[config.mk]
export PLATFORM = sky130hd
export DESIGN_NAME = eis_top
export DESIGN_NICKNAME = d
export VERILOG_FILES = /design/src/eis_group_det.v /design/src/eis_sync.v /design/src/eis_top.v
export VERILOG_INCLUDE_DIRS = /design/src /design/src/src
export SDC_FILE = /design/constraint.sdc
export NUM_CORES = 1
export LEC_CHECK = 0
export BUFFER_PORTS_ARGS = -buffer_cell sky130_fd_sc_hd__buf_2
export CAP_MARGIN = 20
export CORE_MARGIN = 2
export CORE_UTILIZATION = 53
export DETAILED_ROUTE_END_ITERATION = 12
export HOLD_SLACK_MARGIN = 0.08
export MAX_ROUTING_LAYER = met4
export PLACE_DENSITY_LB_ADDON = 0.3
export SLEW_MARGIN = 10
export SYNTH_ARGS = -nofsm -noshare
export SYNTH_HDL_FRONTEND = slang
export SYNTH_SLANG_ARGS = --single-unit
[constraint.sdc]
create_clock -name clk -period 3.89 [get_ports clk]
set_input_delay 0.5835 -clock clk [delete_from_list [all_inputs] [get_ports clk]]
set_output_delay 0.5835 -clock clk [all_outputs]
set_load 0.02 [all_outputs]
[src/eis_defs.vh]
// Constants for the external interrupt sense and vector map block.
// Assumes inclusion by bare name from design files under src/.
`ifndef EIS_DEFS_VH
`define EIS_DEFS_VH

// ----------------------------------------
// Register map (word offsets, byte address = 4 x index)
// ----------------------------------------
`define EIS_ADDR_W        4
`define EIS_OFF_CTRL      4'h0
`define EIS_OFF_PEND      4'h1
`define EIS_OFF_SRC       4'h2
`define EIS_OFF_VEC       4'h3
`define EIS_OFF_CPU       4'h4
`define EIS_OFF_ACK       4'h5
`define EIS_OFF_HALT      4'h6

// ----------------------------------------
// Control register fields
// ----------------------------------------
`define EIS_CTRL_RESET    8'h00
`define EIS_CTRL_WMASK    8'hfc
`define EIS_B_SENSE_HI    7
`define EIS_B_SENSE_LO    6
`define EIS_B_INV_BIT     5
`define EIS_AF_SENSE_HI   4
`define EIS_AF_SENSE_LO   3
`define EIS_A_INV_BIT     2

// ----------------------------------------
// Sense codes and priority levels
// ----------------------------------------
`define EIS_SENSE_FALL_LOW 2'h0
`define EIS_SENSE_RISE     2'h1
`define EIS_SENSE_FALL     2'h2
`define EIS_SENSE_BOTH     2'h3
`define EIS_LEVEL3_CODE    2'h3
`define EIS_LEVEL0_CODE    2'h2

// ----------------------------------------
// Vector slots
// ----------------------------------------
`define EIS_NSLOT         14
`define EIS_SLOT_CLK      4'h1
`define EIS_SLOT_EXT0     4'h2
`define EIS_SLOT_SPI      4'h7
`define EIS_SLOT_AVD      4'hb
`define EIS_SLOT_ART      4'hd
`define EIS_NO_SLOT       4'hf
// Slots allowed to end plain HALT: ext 2..5, serial periph 7, timer 13
`define EIS_HALT_WAKE     14'h20bc
// Slot allowed to end active-halt: clock controller
`define EIS_AHALT_WAKE    14'h0002

`endif

[src/eis_group_det.v]
// Event detector for one external pin group.
// Assumes pins are already synchronised to clk.
`timescale 1ns/1ps
`include "eis_defs.vh"

module eis_group_det #(
	parameter W = 4
) (
	input  wire         clk,
	input  wire         rst,
	input  wire [W-1:0] pins,
	input  wire [1:0]   sense,
	input  wire         invert,
	output wire         edge_hit,
	output wire         level_hit
);
	reg  [W-1:0] prev_reg; // Previous sampled pins
	wire [W-1:0] rise;     // Per-pin rising edges
	wire [W-1:0] fall;     // Per-pin falling edges
	reg          e_hit;    // Edge event this cycle
	reg          l_hit;    // Active level present

	// ----------------------------------------
	// Previous sample
	// ----------------------------------------
	always @(posedge clk) begin
		if (rst) begin
			prev_reg <= {W{1'b1}};
		end else begin
			prev_reg <= pins;
		end
	end

	assign rise = pins & ~prev_reg;
	assign fall = ~pins & prev_reg;

	// ----------------------------------------
	// Sense decode, pins ORed per group
	// ----------------------------------------
	always @* begin
		e_hit = 1'b0;
		l_hit = 1'b0;
		case (sense)
			`EIS_SENSE_FALL_LOW: begin
				e_hit = invert ? |rise : |fall;
				l_hit = invert ? |pins : |(~pins);
			end
			`EIS_SENSE_RISE: begin
				e_hit = invert ? |fall : |rise;
			end
			`EIS_SENSE_FALL: begin
				e_hit = invert ? |rise : |fall;
			end
			default: begin
				e_hit = |rise | |fall;
			end
		endcase
	end

	assign edge_hit  = e_hit;
	assign level_hit = l_hit;
endmodule

[src/eis_sync.v]
// Two-flop synchroniser for a bundle of pin inputs.
// Assumes inputs are asynchronous to clk.
`timescale 1ns/1ps

module eis_sync #(
	parameter W = 1
) (
	input  wire         clk,
	input  wire         rst,
	input  wire [W-1:0] d,
	output wire [W-1:0] q
);
	reg [W-1:0] meta_reg; // First stage, read only by second
	reg [W-1:0] sync_reg; // Second stage, safe to use

	// ----------------------------------------
	// Sync chain
	// ----------------------------------------
	// Reset to high so idle pins do not fake falling edges
	always @(posedge clk) begin
		if (rst) begin
			meta_reg <= {W{1'b1}};
			sync_reg <= {W{1'b1}};
		end else begin
			meta_reg <= d;
			sync_reg <= meta_reg;
		end
	end

	assign q = sync_reg;
endmodule

[src/eis_top.v]
// External interrupt sensitivity control and fixed vector map.
// Assumes an Avalon-MM master on clk; pins arrive asynchronously;
// peripheral request lines and the CPU acknowledge are on clk.
//
// The implementer's own choices: register access over Avalon-MM and the address map.
`timescale 1ns/1ps
`include "eis_defs.vh"

module eis_top (
	input  wire        clk,
	input  wire        rst,
	input  wire [3:0]  avs_address,
	input  wire        avs_read,
	input  wire        avs_write,
	input  wire [31:0] avs_writedata,
	input  wire [3:0]  avs_byteenable,
	output reg  [31:0] avs_readdata,
	output reg         avs_waitrequest,
	input  wire [3:0]  porta_pins,
	input  wire [2:0]  portf_pins,
	input  wire [7:0]  portb_pins,
	input  wire        clock_controller_timebase,
	input  wire        safe_oscillator_monitor,
	input  wire        spi_irq,
	input  wire        timer_a_irq,
	input  wire        timer_b_irq,
	input  wire        async_serial_port,
	input  wire        aux_voltage_detector,
	input  wire        twowire_irq,
	input  wire        autoreload_pulse_timer,
	input  wire        halt_mode,
	input  wire        active_halt_mode,
	input  wire        cpu_ack,
	input  wire [3:0]  cpu_ack_slot,
	output reg         irq_req,
	output reg  [3:0]  irq_slot,
	output reg         halt_wake,
	output reg  [3:0]  ext_pending
);
	// ----------------------------------------
	// Declarations
	// ----------------------------------------
	reg  [7:0]  ctrl_reg;         // Sensitivity control register
	reg  [1:0]  cpu_prio_reg;     // CPU priority copy, {high,low}
	reg  [3:0]  ext_latch_reg;    // Latched edge requests
	reg  [3:0]  ext_latch_next;   // Next latched requests
	wire [14:0] pin_raw;          // All pins bundled
	wire [14:0] pin_s;            // Synchronised pins
	wire [3:0]  edge_hit;         // Edge events per group
	wire [3:0]  level_hit;        // Level present per group
	wire [3:0]  ext_req;          // Requests per group
	wire [7:0]  ctrl_wr_val;      // Candidate control value
	wire        ctrl_wr;          // Control write strobe
	wire        cpu_wr;           // Priority copy write strobe
	wire        ack_wr;           // Software ack strobe
	wire        prio_locked;      // Level three in force
	wire        ctrl_changed;     // Write alters sense bits
	wire        ack_any;          // Ack from CPU or software
	wire [3:0]  ack_slot;         // Acknowledged slot
	reg  [13:0] slot_req;         // Requests by slot
	reg  [3:0]  best_slot;        // Highest priority slot
	reg         best_valid;       // Any slot requesting
	reg         wake;             // Wake condition
	reg  [31:0] rdata;            // Read mux
	integer     i;                // Pending clear loop
	integer     j;                // Priority loop, own index for one driver

	wire        bus_req = avs_read | avs_write;
	wire        bus_go  = bus_req & avs_waitrequest;
	// Writes land where the master sees waitrequest low, not a cycle early
	wire        bus_done = bus_req & ~avs_waitrequest;

	// ----------------------------------------
	// Pin synchronisers
	// ----------------------------------------
	assign pin_raw = {portb_pins, portf_pins, porta_pins};

	eis_sync #(.W(15)) u_sync (
		.clk (clk),
		.rst (rst),
		.d   (pin_raw),
		.q   (pin_s)
	);

	// ----------------------------------------
	// Group detectors, one per external slot
	// ----------------------------------------
	// four groups
	eis_group_det #(.W(4)) u_det_a (
		.clk       (clk),
		.rst       (rst),
		.pins      (pin_s[3:0]),
		.sense     (ctrl_reg[`EIS_AF_SENSE_HI:`EIS_AF_SENSE_LO]),
		.invert    (ctrl_reg[`EIS_A_INV_BIT]),
		.edge_hit  (edge_hit[0]),
		.level_hit (level_hit[0])
	);

	eis_group_det #(.W(3)) u_det_f (
		.clk       (clk),
		.rst       (rst),
		.pins      (pin_s[6:4]),
		.sense     (ctrl_reg[`EIS_AF_SENSE_HI:`EIS_AF_SENSE_LO]),
		.invert    (1'b0),
		.edge_hit  (edge_hit[1]),
		.level_hit (level_hit[1])
	);

	eis_group_det #(.W(4)) u_det_bl (
		.clk       (clk),
		.rst       (rst),
		.pins      (pin_s[10:7]),
		.sense     (ctrl_reg[`EIS_B_SENSE_HI:`EIS_B_SENSE_LO]),
		.invert    (ctrl_reg[`EIS_B_INV_BIT]),
		.edge_hit  (edge_hit[2]),
		.level_hit (level_hit[2])
	);

	eis_group_det #(.W(4)) u_det_bh (
		.clk       (clk),
		.rst       (rst),
		.pins      (pin_s[14:11]),
		.sense     (ctrl_reg[`EIS_B_SENSE_HI:`EIS_B_SENSE_LO]),
		.invert    (1'b0),
		.edge_hit  (edge_hit[3]),
		.level_hit (level_hit[3])
	);

	// ----------------------------------------
	// Bus decode strobes
	// ----------------------------------------
	// Strobes fire on the completing edge of each access
	assign ctrl_wr = bus_done & avs_write & (avs_address == `EIS_OFF_CTRL) & avs_byteenable[0];
	assign cpu_wr  = bus_done & avs_write & (avs_address == `EIS_OFF_CPU) & avs_byteenable[0];
	assign ack_wr  = bus_done & avs_write & (avs_address == `EIS_OFF_ACK) & avs_byteenable[0];
	assign ctrl_wr_val = avs_writedata[7:0] & `EIS_CTRL_WMASK;
	assign prio_locked = (cpu_prio_reg == `EIS_LEVEL3_CODE);
	assign ctrl_changed = ctrl_wr & prio_locked & (ctrl_wr_val != ctrl_reg);

	// ----------------------------------------
	// Control and priority copy registers
	// ----------------------------------------
	always @(posedge clk) begin
		if (rst) begin
			ctrl_reg     <= `EIS_CTRL_RESET;
			// Priority copy starts disabled, as the CPU does
			cpu_prio_reg <= `EIS_LEVEL3_CODE;
		end else begin
			if (ctrl_wr && prio_locked) begin
				ctrl_reg <= ctrl_wr_val;
			end
			if (cpu_wr) begin
				cpu_prio_reg <= avs_writedata[1:0];
			end
		end
	end

	// ----------------------------------------
	// Pending external requests
	// ----------------------------------------
	assign ack_any  = cpu_ack | ack_wr;
	assign ack_slot = cpu_ack ? cpu_ack_slot : avs_writedata[3:0];

	always @* begin
		ext_latch_next = ext_latch_reg;
		for (i = 0; i < 4; i = i + 1) begin
			if (ack_any && ack_slot == `EIS_SLOT_EXT0 + i[3:0]) begin
				ext_latch_next[i] = 1'b0;
			end
		end
		if (ctrl_changed) begin
			ext_latch_next = 4'h0;
		end
		// edge latched; new event beats clear
		ext_latch_next = ext_latch_next | edge_hit;
	end

	always @(posedge clk) begin
		if (rst) begin
			ext_latch_reg <= 4'h0;
		end else begin
			ext_latch_reg <= ext_latch_next;
		end
	end

	assign ext_req = ext_latch_reg | level_hit;

	// ----------------------------------------
	// Slot map and fixed priority
	// ----------------------------------------
	always @* begin
		slot_req = 14'h0000;
		slot_req[1]  = clock_controller_timebase | safe_oscillator_monitor;
		slot_req[5:2] = ext_req;
		slot_req[7]  = spi_irq;
		slot_req[8]  = timer_a_irq;
		slot_req[9]  = timer_b_irq;
		slot_req[10] = async_serial_port;
		slot_req[11] = aux_voltage_detector;
		slot_req[12] = twowire_irq;
		slot_req[13] = autoreload_pulse_timer;
		best_slot  = `EIS_NO_SLOT;
		best_valid = 1'b0;
		// lowest index wins
		// Slot 0 never requests, so the scan stops at index 1
		for (j = `EIS_NSLOT - 1; j > 0; j = j - 1) begin
			if (slot_req[j]) begin
				best_slot  = j[3:0];
				best_valid = 1'b1;
			end
		end
		wake = (halt_mode & |(slot_req & `EIS_HALT_WAKE))
			| (active_halt_mode & |(slot_req & `EIS_AHALT_WAKE));
	end

	// ----------------------------------------
	// Read mux
	// ----------------------------------------
	always @* begin
		// Unmapped offsets read as zero
		rdata = 32'h0000_0000;
		if (avs_address == `EIS_OFF_CTRL) begin
			rdata[7:0] = ctrl_reg;
		end else if (avs_address == `EIS_OFF_PEND) begin
			rdata[3:0] = ext_req;
		end else if (avs_address == `EIS_OFF_SRC) begin
			rdata[13:0] = slot_req;
		end else if (avs_address == `EIS_OFF_VEC) begin
			rdata[4:0] = {best_valid, best_slot};
		end else if (avs_address == `EIS_OFF_CPU) begin
			rdata[1:0] = cpu_prio_reg;
		end else if (avs_address == `EIS_OFF_HALT) begin
			rdata[0] = wake;
		end
	end

	// ----------------------------------------
	// Avalon slave and registered outputs
	// ----------------------------------------
	// One wait cycle per access keeps readdata registered
	always @(posedge clk) begin
		if (rst) begin
			avs_waitrequest <= 1'b1;
			avs_readdata    <= 32'h0000_0000;
			irq_req         <= 1'b0;
			irq_slot        <= `EIS_NO_SLOT;
			halt_wake       <= 1'b0;
			ext_pending     <= 4'h0;
		end else begin
			if (bus_go) begin
				avs_waitrequest <= 1'b0;
				avs_readdata    <= avs_read ? rdata : 32'h0000_0000;
			end else begin
				avs_waitrequest <= 1'b1;
			end
			irq_req     <= best_valid;
			irq_slot    <= best_slot;
			halt_wake   <= wake;
			ext_pending <= ext_req;
		end
	end
endmodule
* After elaboration in Yosys (flattened, before gate mapping)
Cells that the tools add are included.
** Word-level totals
- Register bits :: 100
- Input port bits :: 75
- Output and inout bits :: 43
** Operators by class
- Equality and inequality tests :: 16
- Mux-type cells :: 57
- Bitwise gates (word level) :: 40
- Reduce and logical (&&, ||, !) cells :: 25
** Operators by type and width (count)
- 4-bit 2-to-1 mux :: 14
- 4-bit OR reduction :: 11
- 1-bit 2-to-1 mux :: 30
- 4-bit bitwise AND :: 6
- 4-bit inverter :: 6
- 4-bit by 3-bit == test with 1-bit output (second input constant) :: 5
- 4-bit by 2-bit == test with 1-bit output (second input constant) :: 4
- 14-bit 2-to-1 mux :: 1
- 1-bit bitwise AND :: 13
- 10-bit 2-to-1 mux :: 1
- 9-bit 2-to-1 mux :: 1
- 3-bit OR reduction :: 3
- 8-bit 2-to-1 mux :: 1
- 1-bit OR :: 8
- 4-bit OR :: 2
- 1-bit case mux with 2 select lines :: 4
- 3-bit bitwise AND :: 2
- 2-bit == test (second input constant) :: 3
- 6-bit 2-to-1 mux :: 1
- 6-bit inequality test :: 1
- 3-bit inverter :: 2
- 6-bit OR reduction :: 1
- 1-bit logical AND :: 5
- 5-bit 2-to-1 mux :: 1
- other kinds (8) :: 12

* Logic depth before layout (Yosys ltp)
Gate-level depths: netlist of run 1.
- Depth in word-level cells :: 17
- Depth in mapped cells :: 7
- Depth with buffers taken out :: 6

* Modules after synthesis
Synthesis of run 1 repeated with hierarchy kept, for this count alone.
** Unflattened totals
- Cells, all modules :: 381
- Area total of the unflattened synthesis :: 3659.8 sq um
** By module, submodules not included
- eis_top :: times used 1, cells each 218, area an instance 1889.3 sq um
- eis_sync :: times used 1, cells each 63, area an instance 803.3 sq um
- eis_group_det at u_det_a ... :: times used 3, cells each 25, area an instance 252.7 sq um
- eis_group_det at u_det_f :: times used 1, cells each 25, area an instance 209.0 sq um

* Least setup slack after synthesis of run 1
No wires, ideal clock.
- Kind :: in2reg
- From :: in avs_address[1]
- To :: reg ext_latch_reg[3]
- Arrival :: 1.843 ns
- Data required time :: 3.765 ns
- Setup slack :: 1.921 ns
- Stages :: 6
- Buffers on the path :: 0
- Cell sequence :: nor4b_2 > nand2_2 > nor4_4 > o31ai_2 > o211ai_1 > a31oi_1
** Between the ends
- Longest elaborated chain between the ends :: 8
** RTL lines
- start: declaration :: RTL line eis_top.v:12 : input wire [3:0] avs_address,
- 4-bit by 3-bit == test with 1-bit output (no source line)
- 1-bit bitwise AND (2 in series) :: RTL line eis_top.v:135 : assign ack_wr = bus_done & avs_write & (avs_address == `EIS_OFF_ACK) & avs_byteenable[0];
- 1-bit OR :: RTL line eis_top.v:161 : assign ack_any = cpu_ack | ack_wr;
- 1-bit logical AND :: RTL line eis_top.v:167 : if (ack_any && ack_slot == `EIS_SLOT_EXT0 + i[3:0]) begin
- 1-bit 2-to-1 mux :: RTL line eis_top.v:167
- 4-bit 2-to-1 mux (*) :: RTL line eis_top.v:171 : if (ctrl_changed) begin
- 4-bit OR (*) :: RTL line eis_top.v:175 : ext_latch_next = ext_latch_next | edge_hit;
- end signal: assignment :: RTL line eis_top.v:182 : ext_latch_reg <= ext_latch_next;
- end: declaration :: RTL line eis_top.v:45 : reg [3:0] ext_latch_reg;
Mark *: on every way between the ends. The rest lies on a longest branch, timed or not.
A chain may end at the register's enable or synchronous reset.

* Worst setup path after layout of run 1
- From :: in avs_address[1]
- To :: reg ext_latch_reg[1]
Same word-level chain as after synthesis.

==> results of run 1 <==
==> power breakdown <==
| group | internal (W) | total, W | switching, W |
|---|---|---|---|
| Combinational | 0.0000774 | 0.000201 | 0.000124 |
| Clock | 0.000429 | 0.000741 | 0.000312 |
| Sequential | 0.000873 | 0.000889 | 0.0000157 |
==> per-stage QoR <==
step / util, % / total power (W) / setup slack, ps
detailed placement: 59.84 / 0.001108 / 1465
finish: 63.65 / 0.001831 / 1835
global route: 63.65 / 0.001912 / 1666
floorplan: - / 0.001058 / 1921
CTS: 63.65 / 0.001841 / 1845
global placement: 59.84 / 0.001104 / 1519
==> synth_stat cells (2+ instances only) <==
library cell   n
nor2b_1        7
o22ai_1        5
a31oi_1        3
nand2b_1      11
buf_2          3
inv_1         14
mux2_2         2
mux2i_1        8
nor3_1         4
nor2_1        30
xor2_1         2
nor3_2         3
o31ai_1        3
or3_1          2
a222oi_1       5
xnor2_1        4
a21oi_1       11
o211ai_1       7
nor3b_1        2
a22oi_1       11
buf_6          2
nor4b_2        3
a2111o_1       2
a21o_1         3
and3_1         2
o2111ai_1      2
o21ai_0       14
nand4_1        4
a2111oi_0      2
clkbuf_1       9
nand2_1       28
or2_2         41
buf_4         19
and2_1         2
o221ai_1       2
dfxtp_1       82
nand3_1        5
==> final cells by class <==
class	count	area (sq um)
Clock buffer	10	127.6
Sequential cell	82	1642
Multi-Input combinational cell	264	1642
Tap cell	77	96.34
Inverter	14	52.55
Clock inverter	6	113.9
Fill cell	543	2308
Timing Repair Buffer	73	367.9
==> kinds of logic (layout without fill, tap and decap cells) <==
kind of cell,after synthesis,count (layout),share of synthesized area (%)
AOI/OAI and AO/OA,81,81,16.64
and+or+nand+nor,149,149,24.02
buffers and inverters,48,103,7.744
DFF,82,82,47.04
muxes,10,10,2.940
xor gates and xnor gates,6,6,1.506
other,1,18,0.1075
==> cell usage in the layout (no fill, tap or decap), types with 4 or more instances in the layout <==
| cell type | instances |
|---|---|
| a21oi_1 | 11 |
| nand4_1 | 4 |
| inv_1 | 14 |
| o211ai_1 | 7 |
| a222oi_1 | 5 |
| nand2b_1 | 11 |
| conb_1 | 18 |
| a22oi_1 | 11 |
| o21ai_0 | 14 |
| nand3_1 | 5 |
| nor2b_1 | 7 |
| xnor2_1 | 4 |
| o22ai_1 | 5 |
| clkbuf_8 | 9 |
| dfxtp_1 | 82 |
| nand2_1 | 28 |
| nor3_1 | 4 |
| or2_2 | 41 |
| nor2_1 | 30 |
| mux2i_1 | 8 |
| buf_2 | 72 |
==> layer usage <==
metal  routed length [um]  up-vias
li1                     -     1412
met1                 3133     1293
met3                  553        7
met2                 3324      109
met5                    0        -
met4                   87        0
==> worst paths after layout <==
| kind | end | cells after the start | startpoint | slack (ps) |
|---|---|---|---|---|
| min reg2reg | u_sync.q[0]$_SDFF_PP1_ | 1 | u_sync.meta_reg[0]$_SDFF_PP1_ | 410 |
| min | u_sync.meta_reg[14]$_SDFF_PP1_ | 2 | portb_pins[7] | 400 |
| max reg2reg | avs_readdata[0]$_SDFFE_PP0P_ | 6 | ctrl_reg[5]$_SDFFE_PP0P_ | 1880 |
| max | ext_latch_reg[1]$_SDFF_PP0_ | 7 | avs_address[1] | 1840 |
==> flow_summary.yaml, run 1 <==
status:
  status: "completed"
logic_synthesis:
  synth_edf_count: 0
  netlist_area_sq_mm: 0.003490
  ys_dominant_reg_cell: "dfxtp_1"
  yosys.area.top_type: "dfxtp_1"
  async_flop_share_pct: 0
  yosysSeqAreaShare_pct: 47.04
  ys_seq_elements: 82
  synth_cell_types: 55
  avgSynthCellArea_sq_um: 9.256
  synth_top_area_share_pct: 47.04
  syn-instance-count: 377
  synth_warnings: 0
  synth_area_leaders: "dfxtp_1, or2_2, buf_4"
cts:
  holdBufCountCts: 0
  clock_path_buffers: 2
  cts.sinks: 82
  post_cts_resized: 0
  postCtsSetupRepairBufs: 0
  htree_num_levels: 3
  clk_pin_slew_worst_paths_ps: 90
  cts-root-buf: "clkbuf_8"
  clock_latency_ps: 350
  cts_tree: "done"
  numCtsBuffers: 9
grt:
  grt_max_degree: 49
  grt_busiest_layer: "met2"
  grt_use_met1_pct: 26.61
  antenna_found_initial: 0
  overflow: 0
  first_global_vias: 2551
  track_usage_pct: 21.11
  use_met3_pct: 4.183
  grt_pass1_wl_um: 11820
  met2_usage_pct: 33.03
layout:
  drive_gt1_share_pct: 31.85
  fin_area_sq_mm: 0.004041
  n_antenna_cell: 0
  fin_nets: 519
  syn_to_final_growth_pct: 15.81
  stdcell_count: 526
sta:
  slew_headroom_pct: 29.28
  hold-worst-slack_ps: 403.7
  finalSetupTns_ps: 0
  fin_crit_ps: 2055
  skew_ps: 8.854
  rsz0062_at_grt: "no"
  slew_viol_final: 0
  hold_viol_final: 0
  finalSetupViolCount: 0
  max_slew.worst_pin.slew_ps: 1054
  max_freq_ghz: 0.4867
  period_share_pct: 52.82
floorplanning:
  die_w_um: 85.14
  die-area_sq_mm: 0.007249
  ios: 118
  core_sq_mm: 0.006350
  rows: 29
  die_y_um: 85.14
  start_util_pct: 54.96
pwr:
  power_density_mw_per_mm2: 453.0
  power_leakage_nw: 1.721
  peakVddDrop_mv: 0.3012
placed_design:
  place_area_sq_mm: 0.003800
  place_hpwl_um: 5189
  port_buffers: 72
  globalplace.congestion: 0.8608
  dp.cells: 510
detailed_routing:
  routed_wl_um: 7098
  post_drt_wl_per_cell_um: 13.49
  ant_nets: 0
  first_pass_iters: 4
  routed_via_density: 5.363
  drc: 0
  drtIter0Drc: 259
  vias: 2821
worst_setup_path:
  crit_slowest_cell: "nor4_4"
  path_delay_family: "simple AND/OR/NAND/NOR gates"
  crit_buf_inv: 1
  critPathKind: "input port to register"
  worst_setup_path_end_kind: "register"
  worstPathMaxFanout: 11
  startpoint_type: "input port"
  crit_arrival_ps: 2280
  slowest_delay_ps: 580
  required_ps: 4120
  crit_chain: "buf_2 > nor4b_2 > nand2_2 > nor4_4 > o31ai_2 > o211ai_1 > a31oi_1"
flow_run:
  maxCapViolCount: 0
worst_hold_path:
  hold_class: "input port to register"
Note: power is estimated with default switching activity, not from simulation.
==> inputs of run 2 (changes only) <==
--- a/config.mk
+++ b/config.mk
@@ -9,7 +9,7 @@
 export BUFFER_PORTS_ARGS = -buffer_cell sky130_fd_sc_hd__buf_2
 export CAP_MARGIN = 20
 export CORE_MARGIN = 2
-export CORE_UTILIZATION = 53
+export CORE_UTILIZATION = 45
 export DETAILED_ROUTE_END_ITERATION = 12
 export HOLD_SLACK_MARGIN = 0.08
 export MAX_ROUTING_LAYER = met4
==> constraint.sdc (replaced) <==
create_clock -name clk -period 1.7 [get_ports clk]
set_input_delay 0.255 -clock clk [delete_from_list [all_inputs] [get_ports clk]]
set_output_delay 0.255 -clock clk [all_outputs]
set_load 0.02 [all_outputs]
==> run 2 against run 1 <==
  * The flow now finishes with violations (negative setup slack)
  * Final cell count increased by 14%
  * Sequential power increased by 130%
  * Sequential cell count unchanged
==> flow_summary.yaml, run 2 (synthesized netlist as in run 1, its figures left out) <==
status:
  status: "finished, violations left"
  violations: "negative setup slack"
cts:
  clk_pin_slew_worst_paths_ps: 90
  cts-root-buf: "clkbuf_8"
  numCtsBuffers: 9
  clock_latency_ps: 360
  cts_tree: "done"
  cts.sinks: 82
  clock_path_buffers: 2
  htree_num_levels: 3
detailed_routing:
  vias: 3093
  drtIter0Drc: 237
  routed_wl_um: 8197
  first_pass_iters: 6
  post_drt_wl_per_cell_um: 13.68
  routed_via_density: 5.164
  ant_nets: 0
  drc: 0
floorplanning:
  die_w_um: 92.06
  die-area_sq_mm: 0.008475
  start_util_pct: 45.87
  die_y_um: 92.06
  rows: 32
  core_sq_mm: 0.007607
  ios: 118
worst_hold_path:
  hold_class: "input port to register"
  hp-start: "porta_pins[2]"
layout:
  syn_to_final_growth_pct: 31.37
  mostFrequentLayoutCell: "dfxtp_1"
  stdcell_count: 599
  fin_area_sq_mm: 0.004584
  fillers: 650
  mostFrequentLayoutCells: "dfxtp_1, buf_2, or2_2, buf_4, nor2_1"
  fin_nets: 567
  multi_input_area_sq_mm: 0.001759
  final_core_util_pct: 60.26
  n_antenna_cell: 0
  drive_gt1_share_pct: 39.44
  area.sequential_sq_mm: 0.001649
sta:
  finalSetupTns_ps: -19.76
  max_freq_ghz: 0.5815
  finalSetupViolCount: 1
  slew_viol_final: 0
  rsz0062_at_grt: "yes"
  period_share_pct: 101.2
  hold-worst-slack_ps: 92.41
  setup_ws_ps: -19.76
  hold_viol_final: 0
  skew_ps: 15.21
  fin_crit_ps: 1720
worst_setup_path:
  crit_slowest_cell: "dfxtp_2"
  crit_start: "u_sync.q[0]$_SDFF_PP1_"
  crit_chain: "nor4b_2 > nand2_1 > a31oi_4 > buf_4 > a31oi_1 > o21ai_1 > o2bb2ai_1"
  worst_setup_path_end_kind: "register"
  required_ps: 1990
  critPathKind: "register to register"
  startpoint_type: "register"
  crit_arrival_ps: 2010
  slowest_delay_ps: 330
  r2r-start: "u_sync.q[0]$_SDFF_PP1_"
  worstPathMaxFanout: 5
placed_design:
  dp.cells: 566
  place_area_sq_mm: 0.004065
  place_hpwl_um: 5739
  port_buffers: 72
  globalplace.congestion: 0.8923
grt:
  track_usage_pct: 19.73
  grt_pass1_wl_um: 12830
  first_global_vias: 2814
  antenna_found_initial: 0
  grt_max_degree: 21
  overflow: 0
pwr:
  power_density_mw_per_mm2: 927.1
  peakVddDrop_mv: 0.5376
  power_leakage_nw: 2.018
flow_run:
  maxCapViolCount: 0
==> run 2: changes by cell type in the layout (fill, tap and decap cells not counted), sizes merged, moves of 2 or more <==
cell / before / now
clkinvlp: 2 / 0
inv: 15 / 17
buf: 73 / 107
clkinv: 0 / 2
dlygate4sd3: 0 / 14
==> run 2: path summary, 6_finish.rpt <==
| kind | end | slack (ps) | depth (start not counted) |
|---|---|---|---|
| min reg2reg | u_sync.q[3]$_SDFF_PP1_ | 410 | 1 |
| max | avs_readdata[2]$_SDFFE_PP0P_ | -20 | 7 |
| max reg2reg | avs_readdata[2]$_SDFFE_PP0P_ | -20 | 7 |
| min | u_sync.meta_reg[2]$_SDFF_PP1_ | 90 | 2 |
==> run 2: final cells by class <==
class / instances / share of cell area [%]
well taps: 102 / 2.784
multi-input cells: 264 / 38.37
clock inverters: 7 / 2.374
clock buffers: 9 / 2.702
repair buffers: 121 / 16.65
inverters: 14 / 1.146
flip-flops and latches: 82 / 35.97
==> run 2: metrics by stage <==
stage               total power, W  worst slack (ps)
global placement          0.002586            -111.3
finish                    0.004250            -19.76
detailed placement        0.002600            -176.5
global route              0.004450            -63.44
floorplan                 0.002421             3.859
CTS                       0.004250             4.170
==> run 2: critical path: cells and delay by family, from the launching register on <==
| family | cells | cell delay, ps |
|---|---|---|
| and+or+nand+nor | 2 | 400 |
| DFF | 1 | 330 |
| buffers and inverters | 1 | 190 |
| AOI/OAI and AO/OA | 4 | 730 |
==> run 2: what timing repair did <==
item,4_1_cts,5_1_grt
hold buffers,14,0
pin swaps,6,5
hold endpoints to repair,14,0
endpoints found under the setup margin,11,19
resized for setup,15,15
buffers inserted,1,3
==> run 2: layer usage <==
layer	wire (um)	vias up	share of wire [%]	GRT usage (%)
li1	-	1518	-	-
met1	3378	1427	41	23.17
met2	4140	122	51	31.92
met3	499	26	6.1	4.026
met4	179	0	2.2	10.45
met5	0	-	0	-
==> run 2: where the power goes <==
| part | switching [W] | internal, W | leakage, nW |
|---|---|---|---|
| clock network | 0.000745 | 0.000857 | 0.118 |
| logic | 0.000344 | 0.000268 | 1.23 |
| registers | 0.0000368 | 0.00200 | 0.674 |
| total | 0.00113 | 0.00312 | 2.02 |
